`src/design/ppr_defs.vh`:
```
/*
 * Constants of the peripheral pin router: register offsets, field widths,
 * reset codes and source codes.
 * Assumes byte addressing on a 32-bit APB bus, one register per word.
 */
`ifndef PPR_DEFS_VH
`define PPR_DEFS_VH

// ----------------------------------------------------------------------
// Geometry
// ----------------------------------------------------------------------
`define PPR_N_IN        20
`define PPR_N_PIN       18
`define PPR_N_SRC       32
`define PPR_IN_W        6
`define PPR_OUT_W       5
`define PPR_CODE_W      5

// ----------------------------------------------------------------------
// Register map (byte addresses)
// ----------------------------------------------------------------------
`define PPR_OFF_LOCK    12'h000
`define PPR_OFF_IN_BASE 12'h100
`define PPR_OFF_OUT_BASE 12'h200
`define PPR_OFF_DIR     12'h300
`define PPR_OFF_LAT     12'h304
`define PPR_LOCK_BIT    0

// ----------------------------------------------------------------------
// Source code 0 drives the pin from its port latch
// ----------------------------------------------------------------------
`define PPR_SRC_LATCH   5'h00

// ----------------------------------------------------------------------
// Input route reset codes, in input index order
// ----------------------------------------------------------------------
`define PPR_RST_IN0  6'h02
`define PPR_RST_IN1  6'h02
`define PPR_RST_IN2  6'h05
`define PPR_RST_IN3  6'h04
`define PPR_RST_IN4  6'h05
`define PPR_RST_IN5  6'h15
`define PPR_RST_IN6  6'h13
`define PPR_RST_IN7  6'h02
`define PPR_RST_IN8  6'h10
`define PPR_RST_IN9  6'h11
`define PPR_RST_IN10 6'h13
`define PPR_RST_IN11 6'h15
`define PPR_RST_IN12 6'h14
`define PPR_RST_IN13 6'h13
`define PPR_RST_IN14 6'h14
`define PPR_RST_IN15 6'h11
`define PPR_RST_IN16 6'h05
`define PPR_RST_IN17 6'h11
`define PPR_RST_IN18 6'h10
`define PPR_RST_IN19 6'h12

`endif

```
`src/design/ppr_router.v`:
```
/*
 * Peripheral pin router: APB register file plus the input and output
 * routing fabric between peripherals and the 32 possible pin positions.
 * Assumes pins are presented as a 5-bit code space (port*8 + bit), the
 * pad ring applies output data/enable, and analog paths bypass this block.
 */
module ppr_router (
  // Clock and reset
  input  wire                   pclk,
  input  wire                   presetn,
  // APB slave
  input  wire                   psel,
  input  wire                   penable,
  input  wire                   pwrite,
  input  wire [11:0]            paddr,
  input  wire [31:0]            pwdata,
  output reg  [31:0]            prdata,
  output reg                    pready,
  output reg                    pslverr,
  // Pin side, indexed by pin code
  input  wire [31:0]            pin_in,
  output reg  [31:0]            pin_out,
  output reg  [31:0]            pin_oe,
  // Peripheral outputs, indexed by source code (code 0 unused)
  input  wire [31:0]            periph_out,
  // Bidirectional peripheral overrides, indexed by source code
  input  wire [31:0]            periph_ovr,
  input  wire [31:0]            periph_oe,
  // Peripheral inputs
  output reg  [19:0]            periph_in
);

`include "ppr_defs.vh"

  // ----------------------------------------------------------------------
  // Storage
  // ----------------------------------------------------------------------
  reg                      route_lock_flag;
  reg  [`PPR_IN_W-1:0]     input_route_select  [0:`PPR_N_IN-1];
  reg  [`PPR_OUT_W-1:0]    output_route_select [0:31];
  reg  [31:0]              pin_direction_bit;   // 1 = input, driver off
  reg  [31:0]              port_latch;
  reg  [31:0]              next_pin_out;
  reg  [31:0]              next_pin_oe;
  reg  [19:0]              next_periph_in;
  reg  [31:0]              rd_word;
  reg                      rd_hit;
  integer                  i;

  // Pin code to valid-position check: 18 real pins (A0-A5, B4-B7, C0-C7)
  function pin_exists;
    input [4:0] code;
    begin
      case (code[4:3])
        2'b00:   pin_exists = (code[2:0] <= 3'h5);
        2'b01:   pin_exists = (code[2:0] >= 3'h4);
        2'b10:   pin_exists = 1'b1;
        default: pin_exists = 1'b0;
      endcase
    end
  endfunction

  // Reset value of one input route register
  function [`PPR_IN_W-1:0] in_reset;
    input integer k;
    begin
      case (k)
        0:  in_reset = `PPR_RST_IN0;
        1:  in_reset = `PPR_RST_IN1;
        2:  in_reset = `PPR_RST_IN2;
        3:  in_reset = `PPR_RST_IN3;
        4:  in_reset = `PPR_RST_IN4;
        5:  in_reset = `PPR_RST_IN5;
        6:  in_reset = `PPR_RST_IN6;
        7:  in_reset = `PPR_RST_IN7;
        8:  in_reset = `PPR_RST_IN8;
        9:  in_reset = `PPR_RST_IN9;
        10: in_reset = `PPR_RST_IN10;
        11: in_reset = `PPR_RST_IN11;
        12: in_reset = `PPR_RST_IN12;
        13: in_reset = `PPR_RST_IN13;
        14: in_reset = `PPR_RST_IN14;
        15: in_reset = `PPR_RST_IN15;
        16: in_reset = `PPR_RST_IN16;
        17: in_reset = `PPR_RST_IN17;
        18: in_reset = `PPR_RST_IN18;
        default: in_reset = `PPR_RST_IN19;
      endcase
    end
  endfunction

  // ----------------------------------------------------------------------
  // APB access: one wait state per access, write takes effect in the ready cycle
  // ----------------------------------------------------------------------
  wire acc    = psel & penable & ~pready;
  // Write lands at the edge where the master samples pready high
  wire wr     = psel & penable & pready & pwrite;
  wire in_hit = (paddr[11:8] == 4'h1) && (paddr[7:2] < `PPR_N_IN) && (paddr[1:0] == 2'b00);
  wire out_hit = (paddr[11:8] == 4'h2) && (paddr[1:0] == 2'b00)
                 && pin_exists(paddr[6:2]) && (paddr[7] == 1'b0);

  // Read mux; unimplemented upper bits read as zero
  always @* begin
    rd_word = 32'h0000_0000;
    rd_hit  = 1'b1;
    if (paddr == `PPR_OFF_LOCK)
      rd_word[`PPR_LOCK_BIT] = route_lock_flag;
    else if (in_hit)
      rd_word[`PPR_IN_W-1:0] = input_route_select[paddr[6:2]];
    else if (out_hit)
      rd_word[`PPR_OUT_W-1:0] = output_route_select[paddr[6:2]];
    else if (paddr == `PPR_OFF_DIR)
      rd_word = pin_direction_bit;
    else if (paddr == `PPR_OFF_LAT)
      rd_word = port_latch;
    else
      rd_hit = 1'b0;
  end

  // Bus handshake and register writes
  always @(posedge pclk or negedge presetn) begin
    if (!presetn) begin
      pready            <= 1'b0;
      pslverr           <= 1'b0;
      prdata            <= 32'h0000_0000;
      route_lock_flag   <= 1'b0;
      pin_direction_bit <= 32'hFFFF_FFFF;
      port_latch        <= 32'h0000_0000;
      for (i = 0; i < `PPR_N_IN; i = i + 1)
        input_route_select[i] <= in_reset(i);
      for (i = 0; i < 32; i = i + 1)
        output_route_select[i] <= `PPR_SRC_LATCH;
    end else begin
      pready  <= acc;
      pslverr <= acc & ~rd_hit;
      prdata  <= (acc & ~pwrite) ? rd_word : 32'h0000_0000;
      if (wr) begin
        if (paddr == `PPR_OFF_LOCK)
          route_lock_flag <= pwdata[`PPR_LOCK_BIT];
        else if (paddr == `PPR_OFF_DIR)
          pin_direction_bit <= pwdata;
        else if (paddr == `PPR_OFF_LAT)
          port_latch <= pwdata;
        // Locked routing holds so a runaway write cannot reroute pins
        else if (in_hit && !route_lock_flag)
          input_route_select[paddr[6:2]] <= pwdata[`PPR_IN_W-1:0];
        else if (out_hit && !route_lock_flag)
          output_route_select[paddr[6:2]] <= pwdata[`PPR_OUT_W-1:0];
      end
    end
  end

  // ----------------------------------------------------------------------
  // Routing fabric; inputs and outputs use separate selections
  // ----------------------------------------------------------------------
  always @* begin
    next_periph_in = 20'h00000;
    for (i = 0; i < `PPR_N_IN; i = i + 1)
      // Code above 31 names no pin and feeds zero
      next_periph_in[i] = (input_route_select[i][5] == 1'b0)
                          && pin_in[input_route_select[i][4:0]];
    next_pin_out = 32'h0000_0000;
    next_pin_oe  = 32'h0000_0000;
    for (i = 0; i < 32; i = i + 1) begin
      if (pin_exists(i[4:0])) begin
        if (output_route_select[i] == `PPR_SRC_LATCH)
          next_pin_out[i] = port_latch[i];
        else
          next_pin_out[i] = periph_out[output_route_select[i]];
        // Bidirectional peripherals own the driver while active
        if (output_route_select[i] != `PPR_SRC_LATCH &&
            periph_ovr[output_route_select[i]])
          next_pin_oe[i] = periph_oe[output_route_select[i]];
        else
          next_pin_oe[i] = ~pin_direction_bit[i];
      end
    end
  end

  // Registered outputs, one cycle behind the selection
  always @(posedge pclk or negedge presetn) begin
    if (!presetn) begin
      pin_out   <= 32'h0000_0000;
      pin_oe    <= 32'h0000_0000;
      periph_in <= 20'h00000;
    end else begin
      pin_out   <= next_pin_out;
      pin_oe    <= next_pin_oe;
      periph_in <= next_periph_in;
    end
  end

endmodule

```
`config.mk`:
```
export PLATFORM = sky130hd
export DESIGN_NAME = ppr_router
export DESIGN_NICKNAME = d
export VERILOG_FILES = /design/src/design/ppr_router.v
export VERILOG_INCLUDE_DIRS = /design/src /design/src/design
export SDC_FILE = /design/constraint.sdc
export NUM_CORES = 2
export LEC_CHECK = 0
export BUFFER_PORTS_ARGS = -buffer_cell sky130_fd_sc_hd__buf_2
export CORE_MARGIN = 1
export CORE_UTILIZATION = 25
export CTS_BUF_LIST = sky130_fd_sc_hd__clkbuf_4
export DETAILED_ROUTE_END_ITERATION = 8
export PLACE_DENSITY = 0.44
export SYNTH_ARGS = -nofsm -noshare
export SYNTH_HDL_FRONTEND = slang
export SYNTH_SLANG_ARGS = --single-unit
export TNS_END_PERCENT = 1
```
`constraint.sdc`:
```
create_clock -name pclk -period 4.2 [get_ports pclk]
set_clock_uncertainty 0.1 [all_clocks]
set_input_delay 0.84 -clock pclk [delete_from_list [all_inputs] [get_ports pclk]]
set_output_delay 0.84 -clock pclk [all_outputs]
set_load 0.005 [all_outputs]
```
==> metrics <==
run status=finished, final reports clean; DP HPWL=106000 um; number of synthesized flops with an enable pin=0; CP peak stage delay=around 1.1 ns; Wirelength per Cell=approximately 35 um; Core Box Area=roughly 0.15 mm2; switching share of power=0.320; gr usage total=0.223; Final nets=~2900; vias per inst=approximately 6.2; Bufs on Longest Clock Path=3; Top-Level Pins=between 200 and 300; initial drt markers=around 3700; largest cells by area after synthesis=mux4_2, dfrtp_1, mux2_2, dfstp_2, clkbuf_1; Yosys top cell area share=0.453; clock slew at reported path FFs=~0.070 ns; Max-slew headroom=0.236; register area=about 0.010 mm2; CP Class=reg2reg; final hold violation count=0; post-synthesis sequential area ratio=0.283; initial antenna violation count=13; top_reg_cell synth=dfrtp_1; multi-input logic area=0.0245 mm2; CTS tree=built; layout cells sized above 1=0.600; number of port buffers=between 200 and 300; crit-path max FO=18; final hold slack=0.122 ns; most frequent cells in the layout=mux4_2, dfrtp_1, mux2_2; drt first pass iters=5; die area=approximately 0.15 mm2; Max-Cap Viols=0; worst-path cell chain=buf_4 -> mux4_2 -> mux4_2 -> a22oi_1 -> nand2_1; Syn Std Cell Area=roughly 0.037 mm2; Slew Viols, Final=0; Clock power frac=0.425; Reg2Reg Setup Slack=1.21 ns; P_int=~6.8 mW; drc violations=0; Synth warnings=0; FMAX=between 300 and 400 MHz; Yosys reg bits=between 400 and 500; clk_lat worst skew=1.18 ns; Vias=roughly 30000; num rows=between 100 and 150; vias in the first global route=about 30000; DP Worst Slack=~0.73 ns; commonest non-fill, non-tap cell in the layout=mux4_2; gpl congestion=just under 0.9; first-pass GRT wire length=237000 um; Async S/R FF share, synth=1.00; Seq pwr share=0.405; H-tree depth=4; Leakage=between 10 and 15 nW; Critical Path Most Common Cell=mux4_2; number of buffers created by CTS=approximately 130; cell count after synthesis=roughly 2700; Clock Sinks=415; drt total wl=169000 um; Slew @ Worst Pin=1.15 ns; worst setup margin=1.21 ns; R2R Path End=pin_out[0]; NetSw=3.18 mW; fin crit share=0.711; unique cell type count in the Yosys netlist=roughly 60; setup TNS=0 ns; Worst Path Arrival=3.95 ns; Area Overhead vs Synth=12.7%; post-route ant nets=0; WP buf/inv=1; total power=just under 10 mW; startpoint types=flop; DIE WIDTH=387 um; slowest CP cell=dfrtp_1; fillcell total=roughly 15000; worst ir drop on vdd=between 0.00015 and 0.0002 V; CP endpoint kind=flop; largest net degree at the start of global routing=94; reg2reg path depth=5; RSZ-0062 raised after global routing=false; Comb power frac=0.170; root buffer cell=clkbuf_4; setup violators final=0; min cycle time layout=between 2 and 3 ns; Post-CTS Setup Bufs=0; hold crit path type=in2async; Reg2Reg Launch Point=output_route_select[155]; GR Overflow Total=0; Synth Area per Inst=~14 um2; family with the most delay on the worst path=flip-flops; PwrDens=between 200 and 250 mW/mm2; post-synth top area cell=mux4_2; Die Y=between 300 and 400 um; CP Data Required Time=5.16 ns; Initial Utilization=0.253
==> worst max path at each step <==
stage,startpoint,endpoint,slack [ns],depth (start not counted)
floorplan,paddr[7],port_latch[10],1.16,7
global placement,paddr[7],output_route_select[144],0.73,8
detailed placement,paddr[3],prdata[0],0.73,8
CTS,output_route_select[65],pin_oe[18],1.17,6
global route,output_route_select[95],pin_oe[12],1.00,7
finish,output_route_select[155],pin_out[0],1.21,5
==> repair_timing <==
item	in CTS	in global routing
hold buffers	28	0
endpoints found under the hold margin	116	0
gates resized for setup	0	0
==> state kept, by name, summed over array words and instances, names as in the netlist <==
signal               count
input_route_select     120
output_route_select    140
periph_in               20
pin_direction_bit       32
pin_oe                  18
pin_out                 18
port_latch              32
prdata                  32
pready                   1
pslverr                  1
route_lock_flag          1
==> through the flow <==
step,area [um2],instances,utilization
final,41700,4775,0.285
after CTS,41700,4752,0.285
after floorplan,37100,2696,-
after global placement,39700,4487,0.272
after global routing,41700,4763,0.285
after detailed placement,39700,4487,0.272
==> area by class of cell <==
cell class,instances,share of cell area
Multi-Input combinational cell,1770,0.588
Sequential cell,415,0.251
Timing Repair Buffer,397,0.0602
Tap cell,1917,0.0575
Clock buffer,193,0.0347
Clock inverter,44,0.00569
Inverter,16,0.00144
Antenna cell,23,0.00138
==> layer usage <==
layer / GRT usage / share of wire / vias up / routed length [um]
met4: 0.0810 / 0.036 / 8 / 6040
li1: - / - / 11037 / -
met3: 0.0938 / 0.14 / 348 / 23300
met1: 0.292 / 0.39 / 15836 / 65400
met2: 0.325 / 0.44 / 2427 / 74300
met5: 0.00797 / 0.00076 / - / 128
==> cell usage after synthesis, drive strengths merged, types with 2 or more instances <==
cell type    n
a22oi       62
o21ai       28
mux2       291
or2          3
and4         2
inv         16
nor3        16
a22o         3
a31oi       10
nand2       96
o22ai       11
nor3b        8
a311oi       7
nor2b       35
o211ai       4
clkbuf     361
buf        134
mux2i      100
nor2       117
a2111oi      4
nand2b      18
a21oi       35
a41oi        6
nand3b      13
a211oi      12
and2         2
nor4        15
or4          3
dfrtp      344
dfstp       71
mux4       744
o21a         5
nor4b        2
o21bai       5
nand4        4
nand3       56
o2bb2ai      4
a221oi       6
==> power groups by stage <==
stage               registers (mW)  clock network [mW]  logic (mW)
floorplan                     4.09                   0       0.825
global placement              4.09                   0        1.60
detailed placement            4.09                   0        1.60
CTS                           4.02                4.42        1.62
global route                  4.02                4.65        1.71
finish                        4.02                4.23        1.69
==> cell families after synthesis <==
family / after synthesis / share of synthesized area
other: 1 / 0.000101
DFF: 415 / 0.283
muxes: 1135 / 0.568
AOI/OAI and AO/OA: 213 / 0.0398
buffers and inverters: 511 / 0.0572
and+or+nand+nor: 394 / 0.0519
Power figures use the tool's default switching activity.
